<file path="src/tcdet_pkg.sv">
package tcdet_pkg;
  // register offsets
  localparam logic [7:0] OFS_CFG    = 8'h38;
  localparam logic [7:0] OFS_SRC    = 8'h39;
  localparam logic [7:0] OFS_THR_XY = 8'h3b;
  localparam logic [7:0] OFS_THR_Z  = 8'h3c;
  localparam logic [7:0] OFS_TLIM   = 8'h3d;
  localparam logic [7:0] OFS_LAT    = 8'h3e;
  localparam logic [7:0] OFS_WIN    = 8'h3f;

  // field positions
  localparam int unsigned BIT_LIR   = 6;
  localparam int unsigned BIT_IA    = 6;
  localparam int unsigned EV_W      = 6;
  localparam int unsigned THR_W     = 4;
  localparam int unsigned THR_Y_LSB = 4;
  localparam int unsigned NUM_AXES  = 3;

  // reset values
  localparam logic [7:0]       CFG_RST  = 8'h00;
  localparam logic [THR_W-1:0] THR_RST  = 4'h0;
  localparam logic [7:0]       TIME_RST = 8'h00;
  localparam logic [7:0]       RD_ZERO  = 8'h00;

  // time base: one tick per 0.5 ms, latency and window count 1 ms units
  localparam int unsigned CLK_PERIOD_NS = 8;
  localparam int unsigned TICK_NS       = 500000;
  localparam int unsigned TICK_CYCLES   = TICK_NS / CLK_PERIOD_NS;
  localparam int unsigned CNT_W         = 9;

  typedef enum logic [2:0] {
    ST_IDLE   = 3'b000,
    ST_FIRST  = 3'b001,
    ST_LAT    = 3'b010,
    ST_WIN    = 3'b011,
    ST_SECOND = 3'b100,
    ST_LOW    = 3'b101
  } tcdet_state_t;
endpackage

</file>
<file path="src/tcdet_top.sv">
// Functional notes
// - single tap: above threshold, back below before time limit
// - still above at time limit expiry: no tap, no interrupt
// - unlatched: request held the latency interval after the last event, to within one tick
// - latched: request held until source register is read
// - request routable to pin a, pin b or both
// - double tap interrupt only after first and second tap
// - second tap detection suppressed during latency
// - second detection starts on crossing inside the window
// - second detection starts if still above at latency end
// - second tap must fall below before time limit
// - crossing after window expiry gives no double tap
// - timing independent of output data rate
// - config at 38h holds latch enable, reset 0
// - per axis single and double enables, reset 0
// - per axis enable pair selects none, single, double or both
// - 4-bit thresholds in 0.5g steps, reset 0000
// - 8-bit time limit in 0.5 ms units
// - 8-bit latency and window in 1 ms units
// - source register: per axis flags plus active flag
`timescale 1ns/1ns
`default_nettype none
module tcdet_top #(
  parameter int unsigned TICK_CYCLES = tcdet_pkg::TICK_CYCLES,
  parameter int unsigned ACC_W       = 8,
  parameter int unsigned THR_SHIFT   = 3
) (
  input  wire logic             MCLK_I,
  input  wire logic             RST_N_I,
  input  wire logic [7:0]       REG_ADDR_I,
  input  wire logic [7:0]       REG_WDATA_I,
  input  wire logic             REG_WR_I,
  input  wire logic             REG_RD_I,
  input  wire logic             SAMPLE_VALID_I,
  input  wire logic [ACC_W-1:0] ACC_X_I,
  input  wire logic [ACC_W-1:0] ACC_Y_I,
  input  wire logic [ACC_W-1:0] ACC_Z_I,
  input  wire logic             ROUTE_A_I,
  input  wire logic             ROUTE_B_I,
  output logic [7:0]            REG_RDATA_O,
  output logic                  IRQ_PIN_A_O,
  output logic                  IRQ_PIN_B_O
);
  localparam int unsigned TB_W = $clog2(TICK_CYCLES + 1);

  logic [7:0]                  tap_detect_config_ff;
  logic [7:0]                  thr_xy_ff;
  logic [tcdet_pkg::THR_W-1:0] z_threshold_ff;
  logic [7:0]                  tap_time_limit_ff;
  logic [7:0]                  latency_ff;
  logic [7:0]                  window_ff;
  logic [TB_W-1:0]             tb_ff;
  logic                        tick_ff;
  logic [tcdet_pkg::EV_W-1:0]  src_ff;
  logic [tcdet_pkg::EV_W-1:0]  ev;
  logic [tcdet_pkg::EV_W-1:0]  nxt_src;
  logic [tcdet_pkg::CNT_W-1:0] hold_ff;
  logic                        hold_act_ff;
  logic                        hold_end;
  logic                        nxt_req;
  logic                        src_rd;
  logic [ACC_W-1:0]            acc [tcdet_pkg::NUM_AXES];
  logic [tcdet_pkg::THR_W-1:0] thr [tcdet_pkg::NUM_AXES];
  logic                        above_ff [tcdet_pkg::NUM_AXES];
  logic                        latch_request_enable;

  assign latch_request_enable = tap_detect_config_ff[tcdet_pkg::BIT_LIR];
  assign acc[0] = ACC_X_I;
  assign acc[1] = ACC_Y_I;
  assign acc[2] = ACC_Z_I;
  assign thr[0] = thr_xy_ff[tcdet_pkg::THR_Y_LSB-1:0];
  assign thr[1] = thr_xy_ff[tcdet_pkg::THR_Y_LSB+tcdet_pkg::THR_W-1:tcdet_pkg::THR_Y_LSB];
  assign thr[2] = z_threshold_ff;
  assign src_rd = REG_RD_I && (REG_ADDR_I == tcdet_pkg::OFS_SRC);

  ////////////////////////////////////////////////////////////////////////////
  // register writes
  // config with latch bit
  always_ff @(posedge MCLK_I or negedge RST_N_I) begin
    if (!RST_N_I) begin
      tap_detect_config_ff <= tcdet_pkg::CFG_RST;
      thr_xy_ff            <= {2{tcdet_pkg::THR_RST}};
      z_threshold_ff       <= tcdet_pkg::THR_RST;
      tap_time_limit_ff    <= tcdet_pkg::TIME_RST;
      latency_ff           <= tcdet_pkg::TIME_RST;
      window_ff            <= tcdet_pkg::TIME_RST;
    end else if (REG_WR_I) begin
      if (REG_ADDR_I == tcdet_pkg::OFS_CFG) begin
        tap_detect_config_ff <= REG_WDATA_I;
      end else if (REG_ADDR_I == tcdet_pkg::OFS_THR_XY) begin
        thr_xy_ff <= REG_WDATA_I;
      end else if (REG_ADDR_I == tcdet_pkg::OFS_THR_Z) begin
        z_threshold_ff <= REG_WDATA_I[tcdet_pkg::THR_W-1:0];
      end else if (REG_ADDR_I == tcdet_pkg::OFS_TLIM) begin
        tap_time_limit_ff <= REG_WDATA_I;
      end else if (REG_ADDR_I == tcdet_pkg::OFS_LAT) begin
        latency_ff <= REG_WDATA_I;
      end else if (REG_ADDR_I == tcdet_pkg::OFS_WIN) begin
        window_ff <= REG_WDATA_I;
      end
    end
  end

  // read data; source register read also clears it below
  always_ff @(posedge MCLK_I or negedge RST_N_I) begin
    if (!RST_N_I) begin
      REG_RDATA_O <= tcdet_pkg::RD_ZERO;
    end else if (REG_RD_I) begin
      if (REG_ADDR_I == tcdet_pkg::OFS_CFG) begin
        REG_RDATA_O <= tap_detect_config_ff;
      end else if (REG_ADDR_I == tcdet_pkg::OFS_SRC) begin
        REG_RDATA_O <= {1'b0, |src_ff, src_ff};
      end else if (REG_ADDR_I == tcdet_pkg::OFS_THR_XY) begin
        REG_RDATA_O <= thr_xy_ff;
      end else if (REG_ADDR_I == tcdet_pkg::OFS_THR_Z) begin
        REG_RDATA_O <= {{(8-tcdet_pkg::THR_W){1'b0}}, z_threshold_ff};
      end else if (REG_ADDR_I == tcdet_pkg::OFS_TLIM) begin
        REG_RDATA_O <= tap_time_limit_ff;
      end else if (REG_ADDR_I == tcdet_pkg::OFS_LAT) begin
        REG_RDATA_O <= latency_ff;
      end else if (REG_ADDR_I == tcdet_pkg::OFS_WIN) begin
        REG_RDATA_O <= window_ff;
      end else begin
        REG_RDATA_O <= tcdet_pkg::RD_ZERO;
      end
    end
  end

  ////////////////////////////////////////////////////////////////////////////
  // fixed time base, not tied to the sample rate
  // half ms tick
  always_ff @(posedge MCLK_I or negedge RST_N_I) begin
    if (!RST_N_I) begin
      tb_ff   <= '0;
      tick_ff <= 1'b0;
    end else if (tb_ff == TB_W'(TICK_CYCLES - 1)) begin
      tb_ff   <= '0;
      tick_ff <= 1'b1;
    end else begin
      tb_ff   <= tb_ff + 1'b1;
      tick_ff <= 1'b0;
    end
  end

  ////////////////////////////////////////////////////////////////////////////
  // per axis magnitude compare and detector
  for (genvar g = 0; g < tcdet_pkg::NUM_AXES; g++) begin : g_axis
    logic [ACC_W-1:0] mag;
    assign mag = acc[g][ACC_W-1] ? ACC_W'(-acc[g]) : acc[g];

    // level held between samples
    // threshold compare
    always_ff @(posedge MCLK_I or negedge RST_N_I) begin
      if (!RST_N_I) begin
        above_ff[g] <= 1'b0;
      end else if (SAMPLE_VALID_I) begin
        above_ff[g] <= (thr[g] != tcdet_pkg::THR_RST) &&
                       (mag > (ACC_W'(thr[g]) << THR_SHIFT));
      end
    end

    tcdet_axis u_axis (
      .clk_i    (MCLK_I),
      .rst_n_i  (RST_N_I),
      .tick_i   (tick_ff),
      .above_i  (above_ff[g]),
      .sgl_en_i (tap_detect_config_ff[2*g]),
      .dbl_en_i (tap_detect_config_ff[2*g+1]),
      .tlim_i   (tap_time_limit_ff),
      .lat_i    (latency_ff),
      .win_i    (window_ff),
      .single_o (ev[2*g]),
      .double_o (ev[2*g+1])
    );
  end

  ////////////////////////////////////////////////////////////////////////////
  // unlatched hold timer, reloaded by every event
  // hold for latency
  assign hold_end = hold_act_ff && (hold_ff == '0) && !(|ev);
  always_ff @(posedge MCLK_I or negedge RST_N_I) begin
    if (!RST_N_I) begin
      hold_ff     <= '0;
      hold_act_ff <= 1'b0;
    end else if (|ev) begin
      hold_ff     <= {latency_ff, 1'b0};
      hold_act_ff <= 1'b1;
    end else if (hold_end) begin
      hold_act_ff <= 1'b0;
    end else if (tick_ff && (hold_ff != '0)) begin
      hold_ff <= hold_ff - 1'b1;
    end
  end

  // new events win over a read clear
  // source flags
  always_comb begin
    nxt_src = src_ff;
    if (src_rd || (!latch_request_enable && hold_end)) begin
      nxt_src = '0;
    end
    nxt_src = nxt_src | ev;
  end

  assign nxt_req = latch_request_enable ? (|nxt_src) : (hold_act_ff && !hold_end) || (|ev);

  always_ff @(posedge MCLK_I or negedge RST_N_I) begin
    if (!RST_N_I) begin
      src_ff <= '0;
    end else begin
      src_ff <= nxt_src;
    end
  end

  always_ff @(posedge MCLK_I or negedge RST_N_I) begin
    if (!RST_N_I) begin
      IRQ_PIN_A_O <= 1'b0;
      IRQ_PIN_B_O <= 1'b0;
    end else begin
      IRQ_PIN_A_O <= nxt_req && ROUTE_A_I;
      IRQ_PIN_B_O <= nxt_req && ROUTE_B_I;
    end
  end
endmodule
`default_nettype wire

</file>
<file path="src/tcdet_axis.sv">
`timescale 1ns/1ns
`default_nettype none
module tcdet_axis (
  input  wire logic       clk_i,
  input  wire logic       rst_n_i,
  input  wire logic       tick_i,
  input  wire logic       above_i,
  input  wire logic       sgl_en_i,
  input  wire logic       dbl_en_i,
  input  wire logic [7:0] tlim_i,
  input  wire logic [7:0] lat_i,
  input  wire logic [7:0] win_i,
  output logic            single_o,
  output logic            double_o
);
  tcdet_pkg::tcdet_state_t                state_ff;
  tcdet_pkg::tcdet_state_t                nxt_state;
  logic [tcdet_pkg::CNT_W-1:0]            cnt_ff;
  logic                                   tlim_out;
  logic                                   lat_out;
  logic                                   win_out;
  logic                                   nxt_single;
  logic                                   nxt_double;

  // tick based counts, so the data rate never enters
  // rate independent timing
  assign tlim_out = cnt_ff >= {1'b0, tlim_i};
  assign lat_out  = cnt_ff >= {lat_i, 1'b0};
  assign win_out  = cnt_ff >= {win_i, 1'b0};

  always_comb begin
    nxt_state  = state_ff;
    nxt_single = 1'b0;
    nxt_double = 1'b0;
    case (state_ff)
      tcdet_pkg::ST_IDLE: begin
        if (above_i && (sgl_en_i || dbl_en_i)) begin
          nxt_state = tcdet_pkg::ST_FIRST;
        end
      end
      tcdet_pkg::ST_FIRST: begin
        if (!above_i && !tlim_out) begin
          nxt_single = sgl_en_i;
          nxt_state  = dbl_en_i ? tcdet_pkg::ST_LAT : tcdet_pkg::ST_IDLE;
        end else if (tlim_out) begin
          nxt_state = tcdet_pkg::ST_LOW;
        end
      end
      tcdet_pkg::ST_LAT: begin
        if (lat_out) begin
          nxt_state = above_i ? tcdet_pkg::ST_SECOND : tcdet_pkg::ST_WIN;
        end
      end
      tcdet_pkg::ST_WIN: begin
        if (above_i && !win_out) begin
          nxt_state = tcdet_pkg::ST_SECOND;
        end else if (win_out) begin
          nxt_state = above_i ? tcdet_pkg::ST_LOW : tcdet_pkg::ST_IDLE;
        end
      end
      tcdet_pkg::ST_SECOND: begin
        if (!above_i && !tlim_out) begin
          nxt_double = dbl_en_i;
          nxt_state  = tcdet_pkg::ST_IDLE;
        end else if (tlim_out) begin
          nxt_state = tcdet_pkg::ST_LOW;
        end
      end
      tcdet_pkg::ST_LOW: begin
        // a long push must end before a new tap starts
        if (!above_i) begin
          nxt_state = tcdet_pkg::ST_IDLE;
        end
      end
      default: begin
        nxt_state = tcdet_pkg::ST_IDLE;
      end
    endcase
  end

  always_ff @(posedge clk_i or negedge rst_n_i) begin
    if (!rst_n_i) begin
      state_ff <= tcdet_pkg::ST_IDLE;
      single_o <= 1'b0;
      double_o <= 1'b0;
    end else begin
      state_ff <= nxt_state;
      single_o <= nxt_single;
      double_o <= nxt_double;
    end
  end

  // restarts on every state change
  // half ms counter
  always_ff @(posedge clk_i or negedge rst_n_i) begin
    if (!rst_n_i) begin
      cnt_ff <= '0;
    end else if (nxt_state != state_ff) begin
      cnt_ff <= '0;
    end else if (tick_i && !(&cnt_ff)) begin
      cnt_ff <= cnt_ff + 1'b1;
    end
  end
endmodule
`default_nettype wire

</file>
<file path="config.mk">
export PLATFORM = sky130hd
export DESIGN_NAME = tcdet_top
export DESIGN_NICKNAME = d
export VERILOG_FILES = /design/src/tcdet_pkg.sv /design/src/tcdet_top.sv /design/src/tcdet_axis.sv
export SDC_FILE = /design/constraint.sdc
export NUM_CORES = 1
export LEC_CHECK = 0
export BUFFER_PORTS_ARGS = -buffer_cell sky130_fd_sc_hd__clkbuf_2
export CAP_MARGIN = 40
export CORE_ASPECT_RATIO = 1.75
export CORE_MARGIN = 4
export CORE_UTILIZATION = 28
export DETAILED_ROUTE_END_ITERATION = 6
export PLACE_DENSITY = 0.43
export SYNTH_ARGS = -nofsm -noshare
export SYNTH_HDL_FRONTEND = slang
export SYNTH_SLANG_ARGS = --single-unit
</file>
<file path="constraint.sdc">
create_clock -name MCLK_I -period 2.6 [get_ports MCLK_I]
set_input_delay 0.52 -clock MCLK_I [delete_from_list [all_inputs] [get_ports MCLK_I]]
set_output_delay 0.52 -clock MCLK_I [all_outputs]
set_load 0.02 [all_outputs]
</file>
==> impl_metrics.json <==
{
  "wire_per_inst_um": 19.5,
  "final_cells": 1540,
  "irDropWorstVdd_mv": 0.416,
  "fin_crit_sh": 0.986,
  "placed_cells": 1495,
  "n_antenna_cell": 0,
  "grtUsageTotal": 0.176,
  "syn_area_um2": 8770,
  "worstPathRequired_ps": 2960,
  "cts_tree": "built",
  "antenna_found_initial": 0,
  "setup_ws_ps": 37.2,
  "area_growth_pct": 29.8,
  "utilization": 0.369,
  "die_area_um2": 34300,
  "grt_overflow": 0,
  "portBuffers": 56,
  "htree_levels": 4,
  "synth_fp_nets": 1107,
  "die_h_um": 242,
  "clk_path_buf_depth": 2,
  "ios": 57,
  "cts_made_buffers": 17,
  "final_common_cell": "dfrtp_1",
  "grt_pass1_vias": 7949,
  "synth_flop_cell": "dfrtp_1",
  "cts.sinks": 132,
  "finClkSkew_ps": 7.45,
  "ys_ff_latch": 132,
  "initialDrtViolationCount": 281,
  "place_ws_ps": -165,
  "hpwl_mm": 24.0,
  "drc": 0,
  "synth-async-reset-ratio": 1.00,
  "path_buf_inv": 0,
  "ys_seq_area_frac": 0.377,
  "regArea_um2": 3310,
  "place_congestion": 0.869,
  "grt_pass1_wl_mm": 45.7,
  "start_util": 0.284,
  "ys_types": 70,
  "first_pass_iters": 4,
  "post_drt_via_cell_ratio": 5.06,
  "path_class": "reg -> reg",
  "max_freq_mhz": 390,
  "setup_viol": 0,
  "clk_pin_slew_ps": 60,
  "netlist_instances": 967,
  "multiInputGateArea_um2": 5550,
  "holdBufCountCts": 0,
  "status": "finished, final reports clean",
  "vias": 7791,
  "num-fill-cells": 3182,
  "layout_common_cells": "dfrtp_1, buf_4, nand2_1, ha_1, nor2_1",
  "critPathLaunchType": "register",
  "fp-row-count": 85,
  "worstSkewPairLatency_ps": 440,
  "layout-drive-gt1-share": 0.264,
  "die_w_um": 142,
  "grt_max_degree": 44,
  "worstPathMaxFanout": 5,
  "yosysWarningCount": 0,
  "coreArea_um2": 30800,
  "min_period_ps": 2560,
  "cpLargestDelayFamily": "compound AO/OA/AOI/OAI gates",
  "rsz0062_at_grt": "true",
  "leakage_uw": 0.00546,
  "hp-class": "in -> async",
  "avgSynthCellArea_um2": 9.07,
  "worst-slew-pin-transition_ps": 669,
  "cp.arrival_ps": 2920,
  "routed_wl_mm": 30.1,
  "synth_edf_count": 0,
  "cts-root-buf": "clkbuf_16",
  "ant_nets": 0,
  "critPathMaxStageDelay_ps": 530,
  "startpoint": "g_axis[1].u_axis.cnt_ff[7]",
  "hold_viol_final": 0,
  "slowest_stage": "o41a_1",
  "r2r-start": "g_axis[1].u_axis.cnt_ff[7]",
  "crit_chain": "ha_4, a21oi_2, nand3_1, a211o_1, and4_4, a221o_1, o41a_1, a21oi_1",
  "fin_nets": 1277,
  "drv_slew": 0,
  "critPathCaptureType": "register",
  "cap_violations": 0,
  "p_per_area_nw_per_um2": 522,
  "max-slew-margin-rel": 0.554
}
cell usage after synthesis (all sizes together) (2+ instances only):
master	count	area (µm²)
o21a	9	67.6
a21o	15	113
xnor2	36	315
nand3	30	150
clkbuf	22	82.6
mux2i	5	50.1
o211ai	7	52.6
or3	5	31.3
nand4	18	113
o21ai	70	362
nor2	71	267
and4	8	72.6
dfrtp	132	3300
nor3b	5	37.5
nor3	13	65.1
a31oi	9	56.3
a311oi	2	17.5
nand3b	3	22.5
a211oi	9	67.6
buf	3	18.8
nor4	20	125
a221oi	4	47.6
xor2	20	183
o21ba	2	20.0
nand2b	16	100
o31ai	6	45.0
a21oi	61	309
o41a	2	22.5
mux2	17	191
nor4b	3	41.3
a211o	3	26.3
o32ai	2	17.5
inv	60	225
nor2b	22	138
a2111oi	4	42.5
nand2	111	417
ha	93	1160
o22ai	9	56.3
and3	14	87.6
a22oi	6	45.0
kinds of logic after synthesis:
logic type                 synth area share
AOI/OAI and AO/OA                     0.170
xor gates and xnor gates             0.0568
adders and majority gates             0.133
buffers and inverters                0.0372
DFF                                   0.377
muxes                                0.0301
and+or+nand+nor                       0.197
routing by layer:
| layer | vias up | share of wire | track usage |
|---|---|---|---|
| met1 | 3731 | 0.35 | 0.175 |
| met4 | 0 | 0.060 | 0.108 |
| met5 | - | 0 | 0 |
| li1 | 3827 | - | - |
| met2 | 169 | 0.56 | 0.333 |
| met3 | 64 | 0.030 | 0.0275 |
final timing paths:
| kind | endpoint | slack [ps] | cells past startpoint |
|---|---|---|---|
| max | g_axis[1].u_axis.cnt_ff[7] | 40 | 8 |
| max reg2reg | g_axis[1].u_axis.cnt_ff[7] | 40 | 8 |
| min in group MCLK_I | IRQ_PIN_A_O | 300 | 2 |
| min | g_axis[1].u_axis.cnt_ff[8] | 10 | 1 |
| max in group asynchronous | g_axis[0].u_axis.cnt_ff[6] | 1870 | 2 |
| min reg2reg | src_ff[5] | 450 | 1 |
where the power goes:
part | switching (µW) | leakage (µW) | internal, µW
clock | 955 | 0.000271 | 1410
sequential | 173 | 0.00166 | 2200
combinational | 685 | 0.00353 | 519
metrics by stage:
step	setup TNS, ps	hold slack (ps)	area [µm²]	total power (µW)
2_1_floorplan	0	224	8770	2990
3_3_place_gp	-718	438	10300	3540
3_5_place_dp	-1240	441	10300	3550
4_1_cts	0	10.7	10900	5970
5_1_grt	-466	40.4	11400	6260
6_report	0	12.8	11400	5940
flip-flops by register name, indices dropped and copies added (netlist names), 3 cells and up:
name / count
g_axis.u_axis.double_o: 3
src_ff: 6
g_axis.u_axis.state_ff: 9
above_ff: 3
tb_ff: 16
hold_ff: 9
tap_time_limit_ff: 8
tap_detect_config_ff: 8
window_ff: 8
z_threshold_ff: 4
thr_xy_ff: 8
g_axis.u_axis.cnt_ff: 27
latency_ff: 8
g_axis.u_axis.single_o: 3
REG_RDATA_O: 8
cell type report:
cell class                 instances  area share
tap                              391      0.0430
clock inverter                     8     0.00670
clock buffer                      23      0.0429
sequential                       132       0.291
timing repair buffer             174       0.109
multi-input combinational        752       0.488
inverter                          60      0.0198
worst register-to-register path, stage by stage, from the launching register on:
cell and delay, ps:
dfrtp_2 470, ha_4 280, a21oi_2 160, nand3_1 90, a211o_1 310, and4_4 190
a221o_1 300, o41a_1 530, a21oi_1 170
repair_timing:
item                       4_1_cts  5_1_grt
setup endpoints to repair       27       29
setup buffers                    1       11
pin swaps                        3       33
gates cloned                     0        3
resized for setup                2       80
Note: power is estimated with default switching activity, not from simulation.
